==> src/core/sac_consts.svh <==
// register offsets, field positions, reset values and timing counts for sleep and clock gating
`ifndef SAC_CONSTS_SVH
`define SAC_CONSTS_SVH

// block bases (byte addresses) and register indices
`define SAC_SLEEP_BASE 8'h00
`define SAC_GATE_BASE 8'h40
`define SAC_IDX_SLEEP_CTRL 3'h0
`define SAC_IDX_GEN 3'h0
`define SAC_IDX_PA 3'h1
`define SAC_IDX_PB 3'h2
`define SAC_IDX_PC 3'h3
`define SAC_IDX_PF 3'h6
`define SAC_SEL_NONE 4'hf

// field layout of the sleep control register
`define SAC_SEN_BIT 0
`define SAC_MODE_LSB 1
`define SAC_MODE_MSB 3
`define SAC_SLEEP_MASK 8'h0f

// writable masks of the gate registers
`define SAC_GEN_MASK 8'h1f
`define SAC_AN_MASK 8'h07
`define SAC_PORT_MASK 8'h7f
`define SAC_DMA_BIT 0

// peripherals fitted to this part; bits of absent units stay zero
`define SAC_GEN_PRESENT 8'h1f
`define SAC_AN_PRESENT 8'h07
`define SAC_PORT_PRESENT 8'h7f

// reset values
`define SAC_RST_BYTE 8'h00
`define SAC_RST_WORD 32'h0000_0000

// ahb transfer type bit that marks NONSEQ or SEQ
`define SAC_HTRANS_ACTIVE 1

// halt after wake, in cpu cycles
`define SAC_WAKE_HALT_CYC 3'h4
`define SAC_CNT_ONE 3'h1
`define SAC_CNT_ZERO 3'h0

`endif

==> src/core/sac_pkg.sv <==
// types shared by the sleep and clock gating block
`default_nettype none
package sac_pkg;
    typedef enum logic [2:0] {
        SAC_IDLE_MODE = 3'b000,
        SAC_RSVD1 = 3'b001,
        SAC_FULL_STOP_MODE = 3'b010,
        SAC_COUNTER_ALIVE_MODE = 3'b011,
        SAC_RSVD4 = 3'b100,
        SAC_RSVD5 = 3'b101,
        SAC_OSCILLATOR_ALIVE_MODE = 3'b110,
        SAC_OSCILLATOR_COUNTER_ALIVE_MODE = 3'b111
    } sac_mode_t;

    typedef enum logic [1:0] {
        SAC_ST_RUN = 2'b00,
        SAC_ST_SLEEP = 2'b01,
        SAC_ST_WAKE = 2'b10
    } sac_state_t;
endpackage : sac_pkg
`default_nettype wire

==> src/core/sac_gate_filter.sv <==
// write filter for gate registers: masks reserved and absent bits, blocks dma gate while enabled
`default_nettype none
`include "sac_consts.svh"
module sac_gate_filter (
    input wire logic [7:0] cur_in,
    input wire logic [7:0] wdata_in,
    input wire logic [7:0] keep_mask_in,
    input wire logic dma_guard_in,
    input wire logic dma_enabled_in,
    output logic [7:0] next_value_out
);
    always_comb
    begin
        next_value_out = wdata_in & keep_mask_in;
        // the dma gate cannot be newly set while the controller runs
        if (dma_guard_in && dma_enabled_in && !cur_in[`SAC_DMA_BIT])
        begin
            next_value_out[`SAC_DMA_BIT] = 1'b0;
        end
    end
endmodule : sac_gate_filter
`default_nettype wire

==> src/core/sac_sleep_fsm.sv <==
// sleep sequencer: entry on the sleep instruction, wake filtering, post-wake halt
`default_nettype none
`include "sac_consts.svh"
module sac_sleep_fsm (
    input wire logic clk_sys_in,
    input wire logic rst_n_in,
    input wire logic ce_in,
    input wire logic sleep_instr_in,
    input wire logic sleep_enable_bit_in,
    input wire logic [2:0] sleep_mode_select_in,
    input wire logic any_irq_in,
    input wire logic rtc_irq_in,
    input wire logic twi_match_in,
    input wire logic async_port_irq_in,
    output logic sleeping_out,
    output logic cpu_halt_out,
    output logic [4:0] stops_out
);
    sac_pkg::sac_state_t state;
    sac_pkg::sac_state_t next_state;
    sac_pkg::sac_mode_t mode;
    logic [2:0] halt_cnt;
    logic wake;

    function automatic logic sac_mode_legal(input logic [2:0] m);
        sac_mode_legal = !(m == sac_pkg::SAC_RSVD1 || m == sac_pkg::SAC_RSVD4
            || m == sac_pkg::SAC_RSVD5);
    endfunction : sac_mode_legal

    // stops: {rtc osc, sys osc, rtc clk, periph clk, cpu clk}
    function automatic logic [4:0] sac_stops(input sac_pkg::sac_state_t s,
                                             input sac_pkg::sac_mode_t m);
        sac_stops = 5'h00;
        if (s == sac_pkg::SAC_ST_SLEEP)
        begin
            unique case (m)
                sac_pkg::SAC_IDLE_MODE: sac_stops = 5'h01;
                sac_pkg::SAC_FULL_STOP_MODE: sac_stops = 5'h1f;
                sac_pkg::SAC_COUNTER_ALIVE_MODE: sac_stops = 5'h0b;
                sac_pkg::SAC_OSCILLATOR_ALIVE_MODE: sac_stops = 5'h17;
                sac_pkg::SAC_OSCILLATOR_COUNTER_ALIVE_MODE: sac_stops = 5'h03;
                default: sac_stops = 5'h00;
            endcase
        end
    endfunction : sac_stops

    // only asynchronous sources reach a sleeping core with its clocks stopped
    always_comb
    begin
        unique case (mode)
            sac_pkg::SAC_IDLE_MODE: wake = any_irq_in;
            sac_pkg::SAC_COUNTER_ALIVE_MODE,
            sac_pkg::SAC_OSCILLATOR_COUNTER_ALIVE_MODE:
                wake = twi_match_in || async_port_irq_in || rtc_irq_in;
            default: wake = twi_match_in || async_port_irq_in;
        endcase
    end

    always_comb
    begin
        next_state = state;
        unique case (state)
            sac_pkg::SAC_ST_RUN:
                // reserved codes leave the instruction without effect
                if (sleep_instr_in && sleep_enable_bit_in
                    && sac_mode_legal(sleep_mode_select_in))
                begin
                    next_state = sac_pkg::SAC_ST_SLEEP;
                end
            sac_pkg::SAC_ST_SLEEP:
                if (wake)
                begin
                    next_state = sac_pkg::SAC_ST_WAKE;
                end
            sac_pkg::SAC_ST_WAKE:
                if (halt_cnt == `SAC_CNT_ONE)
                begin
                    next_state = sac_pkg::SAC_ST_RUN;
                end
        endcase
    end

    always_ff @(posedge clk_sys_in or negedge rst_n_in)
    begin
        if (!rst_n_in)
        begin
            state <= sac_pkg::SAC_ST_RUN;
            mode <= sac_pkg::SAC_IDLE_MODE;
            halt_cnt <= `SAC_CNT_ZERO;
            sleeping_out <= 1'b0;
            cpu_halt_out <= 1'b0;
            stops_out <= 5'h00;
        end
        else if (ce_in)
        begin
            state <= next_state;
            if (state == sac_pkg::SAC_ST_RUN)
            begin
                mode <= sac_pkg::sac_mode_t'(sleep_mode_select_in);
            end
            if (next_state == sac_pkg::SAC_ST_WAKE && state == sac_pkg::SAC_ST_SLEEP)
            begin
                halt_cnt <= `SAC_WAKE_HALT_CYC;
            end
            else if (halt_cnt != `SAC_CNT_ZERO)
            begin
                halt_cnt <= halt_cnt - `SAC_CNT_ONE;
            end
            sleeping_out <= (next_state == sac_pkg::SAC_ST_SLEEP);
            cpu_halt_out <= (next_state != sac_pkg::SAC_ST_RUN);
            stops_out <= sac_stops(next_state, (state == sac_pkg::SAC_ST_RUN)
                ? sac_pkg::sac_mode_t'(sleep_mode_select_in) : mode);
        end
    end

    // =========================================
    // checks
    a_wake_halt_four: assert property (@(posedge clk_sys_in) disable iff (!rst_n_in)
        ($fell(sleeping_out) && ce_in) |-> cpu_halt_out [*4] ##1 !cpu_halt_out)
        else $error("halt after wake is not four cycles");
    a_full_stop_mode_all_stop: assert property (@(posedge clk_sys_in) disable iff (!rst_n_in)
        (sleeping_out && mode == sac_pkg::SAC_FULL_STOP_MODE) |-> stops_out == 5'h1f)
        else $error("power-down leaves a clock running");
    a_full_stop_mode_wake_src: assert property (@(posedge clk_sys_in) disable iff (!rst_n_in)
        (sleeping_out && ce_in && mode == sac_pkg::SAC_FULL_STOP_MODE
         && !twi_match_in && !async_port_irq_in) |=> sleeping_out)
        else $error("power-down woken by a synchronous source");
    a_idle_periph_on: assert property (@(posedge clk_sys_in) disable iff (!rst_n_in)
        (sleeping_out && mode == sac_pkg::SAC_IDLE_MODE) |-> stops_out == 5'h01)
        else $error("idle stops more than the cpu clock");
    c_sleep_entry: cover property (@(posedge clk_sys_in) disable iff (!rst_n_in)
        $rose(sleeping_out));
    c_wake_done: cover property (@(posedge clk_sys_in) disable iff (!rst_n_in)
        $fell(cpu_halt_out));
endmodule : sac_sleep_fsm
`default_nettype wire

==> src/core/sac_top.sv <==
// sleep mode control and per-peripheral clock gating, registers on ahb-lite
// =========================================
//
// Implementation choice: the AHB-Lite interface to the registers.
`default_nettype none
`include "sac_consts.svh"
module sac_top (
    input wire logic clk_sys_in,
    input wire logic rst_n_in,
    input wire logic ce_in,
    input wire logic hsel_in,
    input wire logic [31:0] haddr_in,
    input wire logic [1:0] htrans_in,
    input wire logic hwrite_in,
    input wire logic [2:0] hsize_in,
    input wire logic [31:0] hwdata_in,
    input wire logic hready_in,
    output logic hreadyout_out,
    output logic hresp_out,
    output logic [31:0] hrdata_out,
    input wire logic sleep_instr_in,
    input wire logic dma_enabled_in,
    input wire logic any_irq_in,
    input wire logic rtc_irq_in,
    input wire logic twi_match_in,
    input wire logic async_port_irq_in,
    output logic sleep_enable_bit_out,
    output logic [2:0] sleep_mode_select_out,
    output logic sleeping_out,
    output logic cpu_halt_out,
    output logic cpu_clk_stop_out,
    output logic periph_clk_stop_out,
    output logic rtc_clk_stop_out,
    output logic sys_osc_stop_out,
    output logic rtc_osc_stop_out,
    output logic [4:0] general_clock_gate_out,
    output logic [2:0] analog_port_a_clock_gate_out,
    output logic [2:0] analog_port_b_clock_gate_out,
    output logic [6:0] port_c_clock_gate_out,
    output logic [6:0] port_d_clock_gate_out,
    output logic [6:0] port_e_clock_gate_out,
    output logic [6:0] port_f_clock_gate_out
);
    // =========================================
    // register storage
    logic [7:0] sleep_control;
    logic [7:0] gate_regs [0:6];
    logic dp_write;
    logic dp_read;
    logic [3:0] dp_sel;
    logic [3:0] ap_sel;
    logic [7:0] next_gate;
    logic [7:0] gate_keep;
    logic [4:0] stops;

    // maps a byte address to 0 (sleep control), 1..7 (gate index + 1) or none
    function automatic logic [3:0] sac_decode(input logic [31:0] addr);
        sac_decode = `SAC_SEL_NONE;
        if (addr[31:8] == 24'h00_0000 && addr[1:0] == 2'b00)
        begin
            if (addr[7:0] == `SAC_SLEEP_BASE + {3'h0, `SAC_IDX_SLEEP_CTRL, 2'b00})
            begin
                sac_decode = 4'h0;
            end
            else if (addr[7:5] == `SAC_GATE_BASE >> 5 && addr[4:2] <= `SAC_IDX_PF)
            begin
                sac_decode = {1'b0, addr[4:2]} + 4'h1;
            end
        end
    endfunction : sac_decode

    // writable and fitted bits of each gate register
    function automatic logic [7:0] sac_keep(input logic [2:0] idx);
        if (idx == `SAC_IDX_GEN)
        begin
            sac_keep = `SAC_GEN_MASK & `SAC_GEN_PRESENT;
        end
        else if (idx == `SAC_IDX_PA || idx == `SAC_IDX_PB)
        begin
            sac_keep = `SAC_AN_MASK & `SAC_AN_PRESENT;
        end
        else
        begin
            sac_keep = `SAC_PORT_MASK & `SAC_PORT_PRESENT;
        end
    endfunction : sac_keep

    assign ap_sel = sac_decode(haddr_in);

    // =========================================
    // ahb-lite address and data phases
    // reads take one wait state so that a write just before is seen
    always_ff @(posedge clk_sys_in or negedge rst_n_in)
    begin
        if (!rst_n_in)
        begin
            dp_write <= 1'b0;
            dp_read <= 1'b0;
            dp_sel <= `SAC_SEL_NONE;
        end
        else if (ce_in)
        begin
            if (hready_in)
            begin
                dp_write <= hsel_in && htrans_in[`SAC_HTRANS_ACTIVE] && hwrite_in;
                dp_read <= hsel_in && htrans_in[`SAC_HTRANS_ACTIVE] && !hwrite_in;
                dp_sel <= ap_sel;
            end
            else
            begin
                dp_write <= 1'b0;
                dp_read <= 1'b0;
            end
        end
    end

    always_ff @(posedge clk_sys_in or negedge rst_n_in)
    begin
        if (!rst_n_in)
        begin
            hreadyout_out <= 1'b1;
            hresp_out <= 1'b0;
            hrdata_out <= `SAC_RST_WORD;
        end
        else if (ce_in)
        begin
            hresp_out <= 1'b0;
            if (hready_in && hsel_in && htrans_in[`SAC_HTRANS_ACTIVE] && !hwrite_in)
            begin
                hreadyout_out <= 1'b0;
            end
            else if (dp_read)
            begin
                hreadyout_out <= 1'b1;
                if (dp_sel == 4'h0)
                begin
                    hrdata_out <= {24'h00_0000, sleep_control};
                end
                else if (dp_sel == `SAC_SEL_NONE)
                begin
                    hrdata_out <= `SAC_RST_WORD;
                end
                else
                begin
                    hrdata_out <= {24'h00_0000, gate_regs[dp_sel[2:0] - 3'h1]};
                end
            end
        end
    end

    // =========================================
    // sleep control register
    always_ff @(posedge clk_sys_in or negedge rst_n_in)
    begin
        if (!rst_n_in)
        begin
            sleep_control <= `SAC_RST_BYTE;
        end
        else if (ce_in && dp_write && dp_sel == 4'h0)
        begin
            sleep_control <= hwdata_in[7:0] & `SAC_SLEEP_MASK;
        end
    end

    // =========================================
    // gate registers
    assign gate_keep = sac_keep(dp_sel[2:0] - 3'h1);

    sac_gate_filter u_filter (
        .cur_in(gate_regs[dp_sel[2:0] - 3'h1]),
        .wdata_in(hwdata_in[7:0]),
        .keep_mask_in(gate_keep),
        .dma_guard_in(dp_sel == 4'h1),
        .dma_enabled_in(dma_enabled_in),
        .next_value_out(next_gate)
    );

    // a cleared gate bit only re-enables the clock; unit state is held by
    // the unit itself, so event system and timers resume where they stopped
    always_ff @(posedge clk_sys_in or negedge rst_n_in)
    begin
        if (!rst_n_in)
        begin
            for (int i = 0; i < 7; i++)
            begin
                gate_regs[i] <= `SAC_RST_BYTE;
            end
        end
        else if (ce_in && dp_write && dp_sel != 4'h0 && dp_sel != `SAC_SEL_NONE)
        begin
            gate_regs[dp_sel[2:0] - 3'h1] <= next_gate;
        end
    end

    // =========================================
    // sleep sequencing
    sac_sleep_fsm u_fsm (
        .clk_sys_in(clk_sys_in),
        .rst_n_in(rst_n_in),
        .ce_in(ce_in),
        .sleep_instr_in(sleep_instr_in),
        .sleep_enable_bit_in(sleep_control[`SAC_SEN_BIT]),
        .sleep_mode_select_in(sleep_control[`SAC_MODE_MSB:`SAC_MODE_LSB]),
        .any_irq_in(any_irq_in),
        .rtc_irq_in(rtc_irq_in),
        .twi_match_in(twi_match_in),
        .async_port_irq_in(async_port_irq_in),
        .sleeping_out(sleeping_out),
        .cpu_halt_out(cpu_halt_out),
        .stops_out(stops)
    );

    // =========================================
    // outputs straight from flip-flops
    // the per-unit stop bits also tell each unit to freeze and to refuse
    // register access while its clock is off
    assign sleep_enable_bit_out = sleep_control[`SAC_SEN_BIT];
    assign sleep_mode_select_out = sleep_control[`SAC_MODE_MSB:`SAC_MODE_LSB];
    assign cpu_clk_stop_out = stops[0];
    assign periph_clk_stop_out = stops[1];
    assign rtc_clk_stop_out = stops[2];
    assign sys_osc_stop_out = stops[3];
    assign rtc_osc_stop_out = stops[4];
    assign general_clock_gate_out = gate_regs[0][4:0];
    assign analog_port_a_clock_gate_out = gate_regs[1][2:0];
    assign analog_port_b_clock_gate_out = gate_regs[2][2:0];
    assign port_c_clock_gate_out = gate_regs[3][6:0];
    assign port_d_clock_gate_out = gate_regs[4][6:0];
    assign port_e_clock_gate_out = gate_regs[5][6:0];
    assign port_f_clock_gate_out = gate_regs[6][6:0];

    // =========================================
    // checks
    a_no_sleep_disabled: assert property (@(posedge clk_sys_in) disable iff (!rst_n_in)
        (!sleeping_out && !sleep_control[`SAC_SEN_BIT]) |=> !sleeping_out)
        else $error("sleep entered with enable clear");
    a_sleep_on_instr: assert property (@(posedge clk_sys_in) disable iff (!rst_n_in)
        (ce_in && !cpu_halt_out && sleep_instr_in && sleep_control[`SAC_SEN_BIT]
         && sleep_control[`SAC_MODE_MSB:`SAC_MODE_LSB] == 3'b110) |=> sleeping_out)
        else $error("sleep instruction with enable set did not sleep");
    a_ctrl_rsvd_zero: assert property (@(posedge clk_sys_in) disable iff (!rst_n_in)
        ($rose(hreadyout_out) && dp_sel == 4'h0) |-> hrdata_out[31:4] == 28'h0)
        else $error("sleep control reserved bits read nonzero");
    a_gate_rsvd_zero: assert property (@(posedge clk_sys_in) disable iff (!rst_n_in)
        (ce_in && dp_write && dp_sel == 4'h4) |=> gate_regs[3][7] == 1'b0)
        else $error("port gate reserved bit stored");
    a_dma_set_blocked: assert property (@(posedge clk_sys_in) disable iff (!rst_n_in)
        (ce_in && dp_write && dp_sel == 4'h1 && dma_enabled_in && hwdata_in[0]
         && !gate_regs[0][0]) |=> !general_clock_gate_out[0])
        else $error("dma gate set while dma enabled");
    a_gen_write_takes: assert property (@(posedge clk_sys_in) disable iff (!rst_n_in)
        (ce_in && dp_write && dp_sel == 4'h1 && !dma_enabled_in)
        |=> general_clock_gate_out == $past(hwdata_in[4:0]))
        else $error("general gate write lost");
    a_read_one_wait: assert property (@(posedge clk_sys_in) disable iff (!rst_n_in)
        (ce_in && hready_in && hsel_in && htrans_in[1] && !hwrite_in) ##1 ce_in
        |=> hreadyout_out ##0 !$past(hreadyout_out))
        else $error("read answer not after one wait state");
    c_dma_blocked: cover property (@(posedge clk_sys_in) disable iff (!rst_n_in)
        ce_in && dp_write && dp_sel == 4'h1 && dma_enabled_in && hwdata_in[0]);
    c_full_stop_mode_sleep: cover property (@(posedge clk_sys_in) disable iff (!rst_n_in)
        sleeping_out && sys_osc_stop_out);
    c_gate_read: cover property (@(posedge clk_sys_in) disable iff (!rst_n_in)
        $rose(hreadyout_out) && dp_sel == 4'h4);
endmodule : sac_top
`default_nettype wire

==> config.mk <==
export PLATFORM = sky130hd
export DESIGN_NAME = sac_top
export DESIGN_NICKNAME = d
export VERILOG_FILES = /design/src/core/sac_pkg.sv /design/src/core/sac_gate_filter.sv /design/src/core/sac_sleep_fsm.sv /design/src/core/sac_top.sv
export VERILOG_INCLUDE_DIRS = /design/src /design/src/core
export SDC_FILE = /design/constraint.sdc
export NUM_CORES = 1
export LEC_CHECK = 0
export BUFFER_PORTS_ARGS = -buffer_cell sky130_fd_sc_hd__buf_2
export CORE_MARGIN = 5
export CORE_UTILIZATION = 41
export DETAILED_ROUTE_END_ITERATION = 6
export PLACE_DENSITY_LB_ADDON = 0.05
export SYNTH_ARGS = -nofsm -noshare
export SYNTH_HDL_FRONTEND = slang
export SYNTH_SLANG_ARGS = --single-unit
==> constraint.sdc <==
create_clock -name clk_sys_in -period 2.8 [get_ports clk_sys_in]
set_input_delay 0 -clock clk_sys_in [delete_from_list [all_inputs] [get_ports clk_sys_in]]
set_output_delay 0 -clock clk_sys_in [all_outputs]
set_load 0.01 [all_outputs]
# == Word level (Yosys, flattened, before mapping) ==
# Cells that the tools add are included.
# totals
register_bits,114
latchBits,0
mem_bits_rw,0
rom_bits,0
in_bits,81
out_inout_bits,84
word_cells,120
n_memories,0
# op_classes
n_addsub,3
n_mul,0
n_div,0
n_lt_le_gt_ge,3
n_eq_ne,20
n_shift,0
mux,28
n_bitwise,3
n_reduce_logical,44
# op_table
op,count
56-bit bitwise mux,1
8-bit 2-to-1 mux,5
5-bit one-hot mux with 5 select lines,1
8-bit binary-select mux with 3-bit select,1
8-bit demux with 3-bit select,1
24-bit zero test,1
1-bit logical AND,18
"3-bit by 2-bit == test with 1-bit output, second input constant",5
"3-bit == test, second input constant",5
7-bit 2-to-1 mux,2
4-bit 2-to-1 mux,3
"3-bit by 1-bit == test with 1-bit output, second input constant",3
3-bit zero test,3
3-bit 2-to-1 mux,3
8-bit by 7-bit bitwise AND with 8-bit output,1
8-bit zero test,1
2-bit 2-to-1 mux,3
2-bit one-hot mux with 3 select lines,1
2-bit AND reduction,3
2-bit nonzero test,3
"3-bit by 1-bit subtractor with 3-bit output, second input constant",2
1-bit logical OR,5
1-bit 2-to-1 mux,5
5-bit 2-to-1 mux,1
19 further kinds,24

# == Logic depth before layout (Yosys ltp) ==
# Gate-level depths: netlist of run 1.
# depth
word_depth,11
mapped_depth,9
ltp_nobuf,7

# == By module ==
# Synthesis of run 1 repeated with hierarchy kept, for this count alone.
# unflattened
hier_cells,443
hier_area_um2,5016.1
# modules_own_cells
mod,n_inst,cells_each,area_per_inst_um2,seq_area_each_um2
sac_top,1,349,4127.7,1883.1
sac_sleep_fsm,1,84,830.8,350.3
sac_gate_filter,1,10,57.6,0.0

# == Worst setup path before layout of run 1 ==
# No wires, ideal clock.
# synth_timing
kind,reg2reg
startpoint,reg dp_sel[0]
endpoint,reg gate_regs (netlist bit general_clock_gate_out[1])
setup_time_ns,0.125
arrival_ns,2.292
required_time_ns,2.675
setup_slack_ns,0.383
stages_incl_launch_ff,8
n_path_buf,2
period_less_slack_ns,2.417
cell_sequence,dfstp_2 -> inv_1 -> ha_1 -> buf_4 -> buf_2 -> nand2_1 -> nor3_2 -> mux2_2
# synth_via
elab_chain_cells,7
elab_cells_between_ends,15
classes_between,1 x add/sub; 2 x order compare; 1 x eq/ne; 4 x mux; 2 x bitwise; 5 x reduce/logical
# synth_rtl
element,line,source
from (decl),sac_top.sv:50,logic [3:0] dp_sel;
from (signal assigned),sac_top.sv:99,dp_sel <= `SAC_SEL_NONE;
from (signal assigned),sac_top.sv:107,dp_sel <= ap_sel;
3-bit by 1-bit subtractor with 3-bit output,"sac_top.sv:167, sac_top.sv:191",
3-bit inverter with 4-bit output (not written as such),sac_top.sv:191,gate_regs[dp_sel[2:0] - 3'h1] <= next_gate;
4-bit greater-or-equal comparator (not written as such) / 4-bit by 1-bit < comparator with 1-bit output (equally long branches),sac_top.sv:191,
1-bit logical AND (not written as such),sac_top.sv:191,
8-bit 2-to-1 mux (not written as such),sac_top.sv:191,
8-bit demux with 3-bit select,sac_top.sv:191,
56-bit bitwise mux,sac_top.sv:191,
"to (signal, indexed assignment)",sac_top.sv:186,gate_regs[i] <= `SAC_RST_BYTE;
"to (signal, indexed assignment)",sac_top.sv:191,
to (decl),sac_top.sv:47,logic [7:0] gate_regs [0:6];
# Parallel ways exist; a longest one is shown, timed or not.
# A chain may end at the register's enable or synchronous reset.

# == Final worst setup path of run 1 ==
# layout_timing
startpoint,reg dp_sel[1]
endpoint,reg gate_regs (netlist bit analog_port_a_clock_gate_out[0])
# layout_via
elab_chain_cells,9
elab_cells_between_ends,23
classes_between,1 x add/sub; 2 x order compare; 2 x eq/ne; 8 x mux; 2 x bitwise; 8 x reduce/logical
# layout_rtl
element,line,source
3-bit by 1-bit subtractor with 3-bit output,"sac_top.sv:167, sac_top.sv:170, sac_top.sv:191",
3-bit inverter with 4-bit output (not written as such),"sac_top.sv:170, sac_top.sv:191",
8-bit binary-select mux with 3-bit select,sac_top.sv:170,".cur_in(gate_regs[dp_sel[2:0] - 3'h1]),"
8-bit 2-to-1 mux (not written as such) (2 in series),sac_top.sv:170,
1-bit zero test,sac_gate_filter.sv:16,if (dma_guard_in && dma_enabled_in && !cur_in[`SAC_DMA_BIT])
1-bit logical AND,sac_gate_filter.sv:16,
1-bit 2-to-1 mux,sac_gate_filter.sv:16,
56-bit bitwise mux,sac_top.sv:191,
# Parallel ways exist; a longest one is shown, timed or not. The select of a mux whose other input is x is not followed.

==> metrics.md, run 1 <==
| Metric | Value |
|---|---|
| Worst VDD drop | around 0.24 mV |
| Post-Place Setup Slack | 0.378 ns |
| Die H | 116 um |
| Crit-path slowest cell | dfstp_2 |
| Core area | around 11000 sq um |
| Number of I/O pins | around 170 |
| Period utilisation layout | 0.861 |
| Crit path DAT | about 2.7 ns |
| Required @ worst endpoint | just over 3 ns |
| FFs w/ async S/R, synth | 1.00 |
| CTS Root Buffer Type | clkbuf_16 |
| Post-synth EDFFs | 0 |
| GRT Overall Usage | 0.165 |
| Clock Power Share | 0.442 |
| CTS tree | built |
| Status | finished, final reports clean |
| #FFs+latches synth | 81 |
| CP max stage delay | 0.56 ns |
| Worst setup EP type | flip-flop |
| Vias post-DR | ~3300 |
| CTS buffer count | 9 |
| Fmax | 415 MHz |
| Clock period minus worst slack | 2.41 ns |
| Clock Sinks | 81 |
| RSZ-0062 raised after global routing | false |
| Syn Inst Count | just over 400 |
| N_diodes | 0 |
| Comb pwr share | 0.151 |
| Vias/cell | about 5 |
| Initial Util | 0.421 |
| Gr ovfl total | 0 |
| PD cells | 598 nW/um^2 |
| Worst relative slew slack | 0.302 |
| # DRC | 0 |
| Cell Rows | 38 |
| Worst slew pin tran | ~1.0 ns |
| RePlAce Congestion | 0.740 |
| Synth cell types | 53 |
| Antenna violations before repair | 0 |
| Max clock buf depth | 2 |
| Mapped cell area | 4600 sq um |
| Clock Latency Late Sink | 0.34 ns |
| Resized cells post-CTS | 0 |
| Largest net degree at the start of global routing | just over 80 |
| Seq/Total Area, Yosys | 0.442 |
| NumNets Final | ~600 |
| CTS clk-pin slew, worst paths | approximately 0.060 ns |
| Sequential Power Share | 0.408 |
| DRT iter0 DRCs | roughly 100 |
| Maximum fanout along the worst path | 6 |
| Maxcap violations | 0 |
| DR WL/cell | between 15 and 20 um |
| Switch Pwr | 0.798 mW |
| Post-route setup slack | approximately 0.39 ns |
| Final wirelength | between 10 and 15 mm |
| Critical-path cell list | inv_1, ha_1, mux2i_1, mux4_2, a41oi_1, mux2_2 |
| Final Max Slew Viols | 0 |
| Fin. Hold Viols | 0 |
| IO Port Bufs | ~110 |
| DP HPWL | 8.07 mm |
| Fin Setup TNS | 0 ns |
| Pint | ~2.4 mW |
| 1st-pass router iterations | 4 |
| Post-synth top flop | dfrtp_1 |
| Switching fraction of total power | 0.248 |
| Final ANT Viol Nets | 0 |
| WS Path Type | flip-flop to flip-flop |
| Syn_area_per_cell | between 10 and 15 sq um |
| Synth warn | 0 |
| Final Setup Violations | 0 |
| First-pass GRT wire length | roughly 17 mm |
| Worst min path class | input pin to flip-flop |
| Die area | between 10000 and 15000 sq um |
| Fin Clk Skew | between 0.004 and 0.005 ns |
| CP startpoint kind | flip-flop |
| Layout cells sized above 1 | 0.423 |
| Leakage Power | between 2 and 3 nW |
| CTS H-Tree Depth | 3 |
| Worst path bufs/invs | 1 |
| Die X | around 120 um |
| Vias in the first global route | approximately 3300 |
| Layout area overhead | 17.0% |
| Crit path max-delay family | multiplexers |
==> placed cells by master, fill, tap and decap left out, types with 2 or more instances in the layout <==
master           n
buf_2          108
dfrtp_1         76
mux2_2          56
conb_1          26
nor2_1          23
nand2_1         20
a21oi_1         20
inv_1           15
buf_4           15
ha_1            14
o21ai_0         12
mux2i_1          9
clkbuf_16        9
nor4_1           7
mux4_2           7
nor3_1           6
dlygate4sd3_1    6
a22oi_1          5
a211oi_1         5
o22ai_1          5
dfstp_2          5
nand3_1          4
o211ai_1         4
nor2b_1          4
bufinv_16        4
o2bb2ai_1        3
xor2_1           2
and3_1           2
a41oi_1          2
o22a_1           2
a31oi_1          2
and2_0           2
o21a_1           2
nand3_2          2
==> repair_timing <==
action | in CTS | in global routing
hold buffers | 6 | 0
setup buffers | 0 | 0
setup endpoints to repair | 0 | 0
endpoints found under the hold margin | 84 | 0
==> flip-flops by register name (all words and copies together) (netlist names) <==
signal and cells:
analog_port_a_clock_gate_out 3, analog_port_b_clock_gate_out 3, dp_read 1, dp_sel 4
dp_write 1, gate_regs 10, general_clock_gate_out 5, hrdata_out 7
hreadyout_out 1, port_c_clock_gate_out 7, port_d_clock_gate_out 7, port_e_clock_gate_out 7
port_f_clock_gate_out 7, sleep_control 4, u_fsm.cpu_halt_out 1, u_fsm.halt_cnt 3
u_fsm.mode 3, u_fsm.sleeping_out 1, u_fsm.state 2, u_fsm.stops_out 4
==> worst paths after layout <==
check,cells after the start,slack (ns),from,end
setup reg to reg,6,0.39,dp_sel[1],analog_port_a_clock_gate_out[0]
max in group asynchronous,2,1.74,rst_n_in,analog_port_a_clock_gate_out[0]
hold reg to reg,2,0.48,u_fsm.stops_out[1],u_fsm.stops_out[1]
min in group asynchronous,2,0.39,rst_n_in,u_fsm.stops_out[0]
setup / recovery,6,0.39,dp_sel[1],analog_port_a_clock_gate_out[0]
hold / removal,2,0.03,hwdata_in[2],analog_port_b_clock_gate_out[2]
==> cell type report <==
class	count	area [sq um]
fillers	1076	5550
multi-input cells	265	2040
flip-flops and latches	81	2030
repair buffers	129	713
clock buffers	10	229
well taps	140	175
clock inverters	5	129
inverters	16	60.1
==> power by group through the flow <==
stage / Clock [mW] / Sequential, mW / Combinational [mW]
after floorplan: 0 / 1.34 / 0.328
after global placement: 0 / 1.33 / 0.467
after detailed placement: 0 / 1.33 / 0.480
after CTS: 1.46 / 1.31 / 0.489
after global routing: 1.49 / 1.32 / 0.549
final: 1.42 / 1.31 / 0.484
==> synthesized netlist by cell type (3+ instances only) <==
master      n  share of area
dfstp_2     5          0.029
o22ai_1     5         0.0068
nand2_1    20          0.016
mux2i_1     9          0.020
clkbuf_1    3         0.0024
a22oi_1     5         0.0082
nand3_1     4         0.0044
ha_1       14          0.038
buf_2       4         0.0044
o21ai_0    12          0.013
nor3_1      6         0.0065
nor2_1     23          0.019
a21oi_1    20          0.022
o211ai_1    4         0.0065
nor4_1      7         0.0095
buf_4      67           0.11
mux2_2     56           0.14
dfrtp_1    76           0.41
o2bb2ai_1   3         0.0057
a211oi_1    5         0.0082
inv_1      15          0.012
nor2b_1     4         0.0054
mux4_2      7          0.034
==> cell families (layout without fill, tap and decap cells) <==
family | after synthesis | after routing | synth area share
buf+inv | 92 | 160 | 0.134
flops | 81 | 81 | 0.442
simple gates | 81 | 81 | 0.0900
mux | 72 | 72 | 0.191
compound gates | 70 | 70 | 0.100
fa+ha+maj | 14 | 14 | 0.0381
xor+xnor | 2 | 2 | 0.00381
other cells | 1 | 26 | 0.000815
==> per-layer routing <==
layer / vias up / wire [um] / GRT usage
met4: 0 / 209 / 0.0565
met3: 16 / 694 / 0.0345
li1: 1567 / - / -
met1: 1572 / 4950 / 0.226
met2: 101 / 5020 / 0.261
met5: - / 0 / 0
==> through the flow <==
stage,util,power (mW),hold WS [ns],area [sq um],instances
2_1_floorplan,-,1.67,-0.296,4690,438
3_3_place_gp,0.454,1.80,0.249,4970,625
3_5_place_dp,0.454,1.81,0.250,4970,625
4_1_cts,0.492,3.26,0.0170,5380,646
5_1_grt,0.492,3.37,0.0369,5380,646
6_report,0.492,3.22,0.0305,5380,646
No activity file was read; power rests on OpenSTA's default activity.
==> run 2, diff against run 1 <==
--- a/config.mk
+++ b/config.mk
@@ -10,6 +10,7 @@
 export CORE_MARGIN = 5
 export CORE_UTILIZATION = 41
 export DETAILED_ROUTE_END_ITERATION = 6
+export GPL_TIMING_DRIVEN = 0
 export PLACE_DENSITY_LB_ADDON = 0.05
 export SYNTH_ARGS = -nofsm -noshare
 export SYNTH_HDL_FRONTEND = slang
==> metrics.md, run 2 (synthesis results as in run 1) <==
| Metric | Value |
|---|---|
| DR WL/cell | 15.9 um (was 16.8 um) |
| Fin Setup TNS | 0 ns (unchanged) |
| Post-route setup slack | 0.297 ns (was 0.388 ns) |
| Gr ovfl total | 0 (unchanged) |
| Most frequent cells in the layout | 111 x buf_2, 76 x dfrtp_1, 72 x buf_4 (was 108 x buf_2, 76 x dfrtp_1, 56 x mux2_2) |
| Die X | 116 um (unchanged) |
| WS Path Type | flip-flop to flip-flop (unchanged) |
| Hold path cells | 2 (unchanged) |
| CP startpoint kind | flip-flop (unchanged) |
| CP max stage delay | 0.56 ns (about the same) |
| Required @ worst endpoint | 3.01 ns (was 3.07 ns) |
| Final Max Slew Viols | 0 (unchanged) |
| RePlAce Congestion | 0.767 (was 0.740) |
| Crit-path slowest cell | dfstp_2 (unchanged) |
| CTS Root Buffer Type | clkbuf_16 (unchanged) |
| Critical-path cell list | clkinvlp_4, ha_1, buf_4, buf_4, nor2_1, nand3_2, mux2_2 (was inv_1, ha_1, mux2i_1, mux4_2, a41oi_1, mux2_2) |
| Die H | 116 um (unchanged) |
| # DRC | 0 (unchanged) |
| Reg2reg path depth | 7 (was 6) |
| Largest register by flop count | gate_regs (unchanged) |
| Final Cell Area | 5880 sq um (was 5380 sq um) |
| Hold Path End | analog_port_b_clock_gate_out[2] (unchanged) |
| CTS tree | built (unchanged) |
| Final ANT Viol Nets | 0 (unchanged) |
| Clock period minus worst slack | 2.50 ns (was 2.41 ns) |
| CTS H-Tree Depth | 3 (unchanged) |
| Crit path max-delay family | simple AND/OR/NAND/NOR gates (was multiplexers) |
| Fin Clk Skew | 0.00738 ns (was 0.00433 ns) |
| R2R Path End | port_f_clock_gate_out[0] (was analog_port_a_clock_gate_out[0]) |
| Largest net degree at the start of global routing | 53 (was 82) |
| Final Setup Violations | 0 (unchanged) |
| Critical Path Source | dp_sel[0] (was dp_sel[1]) |
| First-pass GRT wire length | 17.9 mm (was 17.0 mm) |
| Stages on the worst setup path | 7 (was 6) |
| Vias in the first global route | 3585 (was 3261) |
| Vias post-DR | 3548 (was 3256) |
| NumNets Final | 664 (was 597) |
| Most common cell after layout, fill and taps aside | buf_2 (unchanged) |
| FF-to-FF Start | dp_sel[0] (was dp_sel[1]) |
| Initial Util | 0.421 (unchanged) |
| Die area | 13400 sq um (unchanged) |
| Antenna violations before repair | 0 (unchanged) |
| CTS buffer count | 9 (unchanged) |
| Period utilisation layout | 0.894 (was 0.861) |
| R2R setup slack | 0.30 ns (was 0.39 ns) |
| Clock Latency Late Sink | 0.33 ns (was 0.34 ns) |
| Fmax | 399 MHz (was 415 MHz) |
| Placed cell area | 5450 sq um (was 4970 sq um) |
| CTS clk-pin slew, worst paths | 0.06 ns (about the same) |
| RSZ-0062 raised after global routing | false (unchanged) |
| IO Port Bufs | 109 (unchanged) |
| DP HPWL | 8.70 mm (was 8.07 mm) |
| WHS | 0.0356 ns (was 0.0305 ns) |
| 1st-pass router iterations | 4 (unchanged) |
| Worst setup EP type | flip-flop (unchanged) |
| Hold Startpoint | hwdata_in[2] (unchanged) |
| GRT Overall Usage | 0.169 (was 0.165) |
| Status | finished, final reports clean (unchanged) |
| Power, Total | 3.01 mW (was 3.22 mW) |
| Final Core Density | 0.537 (was 0.492) |
| Core area | 10900 sq um (unchanged) |
| Maxcap violations | 0 (unchanged) |
| Max clock buf depth | 2 (unchanged) |
| Worst min path class | input pin to flip-flop (unchanged) |
| Worst VDD drop | 0.276 mV (was 0.240 mV) |
| Fin. Hold Viols | 0 (unchanged) |
| PD cells | 513 nW/um^2 (was 598 nW/um^2) |
| Cell Rows | 38 (unchanged) |
| Layout Cells excl Fill | 714 (was 646) |
| Largest register FFs | 10 (unchanged) |
| Number of I/O pins | 165 (unchanged) |
| Layout area overhead | 27.7% (was 17.0%) |
| Final wirelength | 11.4 mm (was 10.9 mm) |
| Layout cells sized above 1 | 0.493 (was 0.423) |
| Clock Sinks | 81 (unchanged) |
| Maximum fanout along the worst path | 10 (was 6) |
| DRT iter0 DRCs | 180 (was 101) |
| N_diodes | 0 (unchanged) |
| Placed cells | 688 (was 625) |
| Post-Place Setup Slack | -0.340 ns (was 0.378 ns) |
| Vias/cell | 4.97 (was 5.04) |
| Worst path bufs/invs | 3 (was 1) |
| Most common cell on crit path | buf_4 |
| Crit path DAT | 2.71 ns (was 2.69 ns) |
| Leakage Power | 3.11 nW (was 2.78 nW) |
==> run 2: changes by cell type in the layout (fill, tap and decap cells not counted), moves of 2 or more <==
| cell | before | now |
|---|---|---|
| clkinvlp_4 | 0 | 3 |
| bufinv_16 | 4 | 1 |
| buf_2 | 108 | 111 |
| buf_6 | 0 | 2 |
| clkbuf_1 | 1 | 4 |
| buf_4 | 15 | 72 |
==> run 2: worst register-to-register path, cell delays in order, from the launching register on <==
cell,delay (ns)
dfstp_2,0.56
clkinvlp_4,0.10
ha_1,0.36
buf_4,0.21
buf_4,0.20
nor2_1,0.29
nand3_2,0.31
mux2_2,0.36
==> run 2: layout make-up <==
class                      count  area (sq um)
inverter                      16          63.8
timing repair buffer         120           678
multi-input combinational    265          2070
tap                          140           175
clock buffer                  10           229
sequential                    81          2030
buffer                        76           559
clock inverter                 6          67.6
fill                         993          5060
==> run 2: layer usage <==
metal	vias up	part of all wire	global-route usage
met3	11	0.067	0.0366
li1	1698	-	-
met1	1732	0.44	0.222
met2	107	0.49	0.285
met5	-	0	0
met4	0	0.011	0.0441
==> run 2: how the worst max path moves through the flow <==
stage | slack, ns | endpoint
after CTS | 0.01 | port_f_clock_gate_out[0]
after global placement | -0.32 | gate_regs[53]
after global routing | 0.22 | general_clock_gate_out[0]
after detailed placement | -0.34 | general_clock_gate_out[1]
final | 0.30 | port_f_clock_gate_out[0]
after floorplan | 0.38 | general_clock_gate_out[1]
==> run 2: what timing repair did <==
action,4_1_cts,5_1_grt
setup endpoints to repair,39,32
hold buffers,6,0
setup buffers,1,3
resized for setup,6,1
endpoints found under the hold margin,68,0
pin swaps,1,0
==> run 2: power by group <==
part | internal, mW | leakage (nW) | switching, mW | total (mW)
Sequential | 1.25 | 1.09 | 0.0587 | 1.31
Clock | 0.694 | 0.139 | 0.476 | 1.17
Combinational | 0.244 | 1.88 | 0.289 | 0.533
Total | 2.19 | 3.11 | 0.823 | 3.01
==> run 3, diff against run 2 <==
--- a/config.mk
+++ b/config.mk
@@ -9,8 +9,10 @@
 export BUFFER_PORTS_ARGS = -buffer_cell sky130_fd_sc_hd__buf_2
 export CORE_MARGIN = 5
 export CORE_UTILIZATION = 41
+export CTS_CLUSTER_DIAMETER = 60
 export DETAILED_ROUTE_END_ITERATION = 6
 export GPL_TIMING_DRIVEN = 0
+export MAX_ROUTING_LAYER = met4
 export PLACE_DENSITY_LB_ADDON = 0.05
 export SYNTH_ARGS = -nofsm -noshare
 export SYNTH_HDL_FRONTEND = slang
==> metrics.md, run 3 (synthesis results as in run 1) <==
| Metric | Value |
|---|---|
| Layout Cells excl Fill | 714 (unchanged) |
| Status | finished, final reports clean (unchanged) |
| Most common cell after layout, fill and taps aside | buf_2 (unchanged) |
| Vias in the first global route | 3579 (was 3585) |
| # DRC | 0 (unchanged) |
| DP HPWL | 8.70 mm (unchanged) |
| Die area | 13400 sq um (unchanged) |
| Layout area overhead | 27.7% (unchanged) |
| Area occupied by registers | 2030 sq um (unchanged) |
| Clock Sinks | 81 (unchanged) |
| Final ANT Viol Nets | 0 (unchanged) |
| Hold Path End | analog_port_b_clock_gate_out[2] (unchanged) |
| Worst setup EP type | flip-flop (unchanged) |
| Post-Place Setup Slack | -0.340 ns (unchanged) |
| N_diodes | 0 (unchanged) |
| IO Port Bufs | 109 (unchanged) |
| Antenna violations before repair | 0 (unchanged) |
| Die X | 116 um (unchanged) |
| Largest net degree at the start of global routing | 53 (unchanged) |
| Required @ worst endpoint | 3.02 ns (was 3.01 ns) |
| Largest register by flop count | gate_regs (unchanged) |
| Max clock buf depth | 2 (unchanged) |
| Number of I/O pins | 165 (unchanged) |
| Largest register FFs | 10 (unchanged) |
| RSZ-0062 raised after global routing | false (unchanged) |
| FF-to-FF Start | dp_sel[0] (unchanged) |
| Fin Clk Skew | 0.00719 ns (was 0.00738 ns) |
| 1st-pass router iterations | 4 (unchanged) |
| NumNets Final | 664 (unchanged) |
| Layout cells sized above 1 | 0.493 (unchanged) |
| Critical-path cell list | clkinvlp_4, ha_1, buf_4, buf_4, nor2_1, nand3_2, mux2_2 (unchanged) |
| Initial Util | 0.421 (unchanged) |
| Hold path cells | 2 (unchanged) |
| Most frequent cells in the layout | 111 x buf_2, 76 x dfrtp_1, 72 x buf_4 (unchanged) |
| CP max stage delay | 0.56 ns (about the same) |
| GRT Overall Usage | 0.175 (was 0.169) |
| RePlAce Congestion | 0.777 (was 0.767) |
| Vias/cell | 4.96 (was 4.97) |
| CTS Root Buffer Type | clkbuf_16 (unchanged) |
| R2R setup slack | 0.29 ns (was 0.30 ns) |
| Vias post-DR | 3543 (was 3548) |
| Area of the multi-input gates | 2070 sq um (unchanged) |
| Most common cell on crit path | buf_4 (unchanged) |
| Crit-path slowest cell | dfstp_2 (unchanged) |
| Final Max Slew Viols | 0 (unchanged) |
| Die H | 116 um (unchanged) |
| Final Core Density | 0.537 (unchanged) |
| R2R Path End | port_f_clock_gate_out[6] (was port_f_clock_gate_out[0]) |
| Final wirelength | 11.4 mm (about the same) |
| Fin. Hold Viols | 0 (unchanged) |
| DR WL/cell | 15.9 um (about the same) |
| Worst path bufs/invs | 3 (unchanged) |
| WS Path Type | flip-flop to flip-flop (unchanged) |
| DRT iter0 DRCs | 176 (was 180) |
| Placed cells | 688 (unchanged) |
| Final Setup Violations | 0 (unchanged) |
| Maxcap violations | 0 (unchanged) |
| CTS buffer count | 9 (unchanged) |
| PD cells | 513 nW/um^2 (about the same) |
| Worst VDD drop | 0.275 mV (was 0.276 mV) |
| Crit path max-delay family | simple AND/OR/NAND/NOR gates (unchanged) |
| First-pass GRT wire length | 17.9 mm (about the same) |
| CTS clk-pin slew, worst paths | 0.06 ns (about the same) |
| Cell Rows | 38 (unchanged) |
| Crit path DAT | 2.73 ns (was 2.71 ns) |
| Maximum fanout along the worst path | 10 (unchanged) |
| Reg2reg path depth | 7 (unchanged) |
| Worst min path class | input pin to flip-flop (unchanged) |
| Clock Latency Late Sink | 0.33 ns (about the same) |
| CP startpoint kind | flip-flop (unchanged) |
| Clock period minus worst slack | 2.51 ns (was 2.50 ns) |
| Core area | 10900 sq um (unchanged) |
| Fmax | 398 MHz (was 399 MHz) |
| CTS tree | built (unchanged) |
| Hold Startpoint | hwdata_in[2] (unchanged) |
| Leakage Power | 3.11 nW (unchanged) |
| Period utilisation layout | 0.897 (was 0.894) |
| Post-route setup slack | 0.288 ns (was 0.297 ns) |
| Gr ovfl total | 0 (unchanged) |
| Fillers | 993 (unchanged) |
| CTS H-Tree Depth | 3 (unchanged) |
[run 3: cell counts in the layout (fill, tap and decap cells not counted)]
No cell type changed its count.
[run 3: area by class of cell]
| cell class | instances | share of cell area |
|---|---|---|
| buffer | 76 | 0.0952 |
| sequential | 81 | 0.346 |
| multi-input combinational | 265 | 0.352 |
| tap | 140 | 0.0298 |
| clock inverter | 6 | 0.0115 |
| clock buffer | 10 | 0.0390 |
| inverter | 16 | 0.0109 |
| timing repair buffer | 120 | 0.115 |
[run 3: routing by layer]
layer	vias to the layer above	part of all wire	track usage	routed length [um]
met2	116	0.49	0.285	5550
met4	0	0.010	0.0441	118
met5	-	0	-	0
li1	1698	-	-	-
met3	11	0.071	0.0339	809
met1	1718	0.43	0.224	4890
[run 3: repair_timing]
item / CTS / global route
buffers inserted: 1 / 3
pin swaps: 1 / 0
gates resized for setup: 6 / 1
hold buffers: 6 / 0
setup endpoints to repair: 39 / 32
hold endpoints to repair: 68 / 0
[run 3: worst reg2reg max path, stage by stage, from the launching register on]
cell and delay [ns]:
dfstp_2 0.56, clkinvlp_4 0.10, ha_1 0.36, buf_4 0.21, buf_4 0.20, nor2_1 0.29
nand3_2 0.32, mux2_2 0.37
[run 3: metrics by stage]
step           TNS (ns)  hold WS, ns  total power [mW]  instance area, sq um
4_1_cts               0       0.0247              3.04                  5850
6_report              0       0.0326              3.02                  5880
3_3_place_gp      -3.70        0.247              1.83                  5420
2_1_floorplan         0       -0.296              1.67                  4690
3_5_place_dp      -4.79      -0.0385              1.86                  5450
5_1_grt               0       0.0407              3.17                  5880
[run 3: report_power, final]
part	internal (mW)	switching (mW)
Sequential	1.25	0.0595
Combinational	0.244	0.288
Clock	0.694	0.478
[run 3: how the worst max path moves through the flow]
stage / depth (start not counted) / start / endpoint
after detailed placement: 7 / dp_sel[0] / general_clock_gate_out[1]
after floorplan: 7 / dp_sel[0] / general_clock_gate_out[1]
after global routing: 8 / dp_sel[0] / general_clock_gate_out[0]
after global placement: 7 / dp_sel[0] / gate_regs[53]
final: 7 / dp_sel[0] / port_f_clock_gate_out[6]
after CTS: 7 / dp_sel[0] / port_f_clock_gate_out[0]
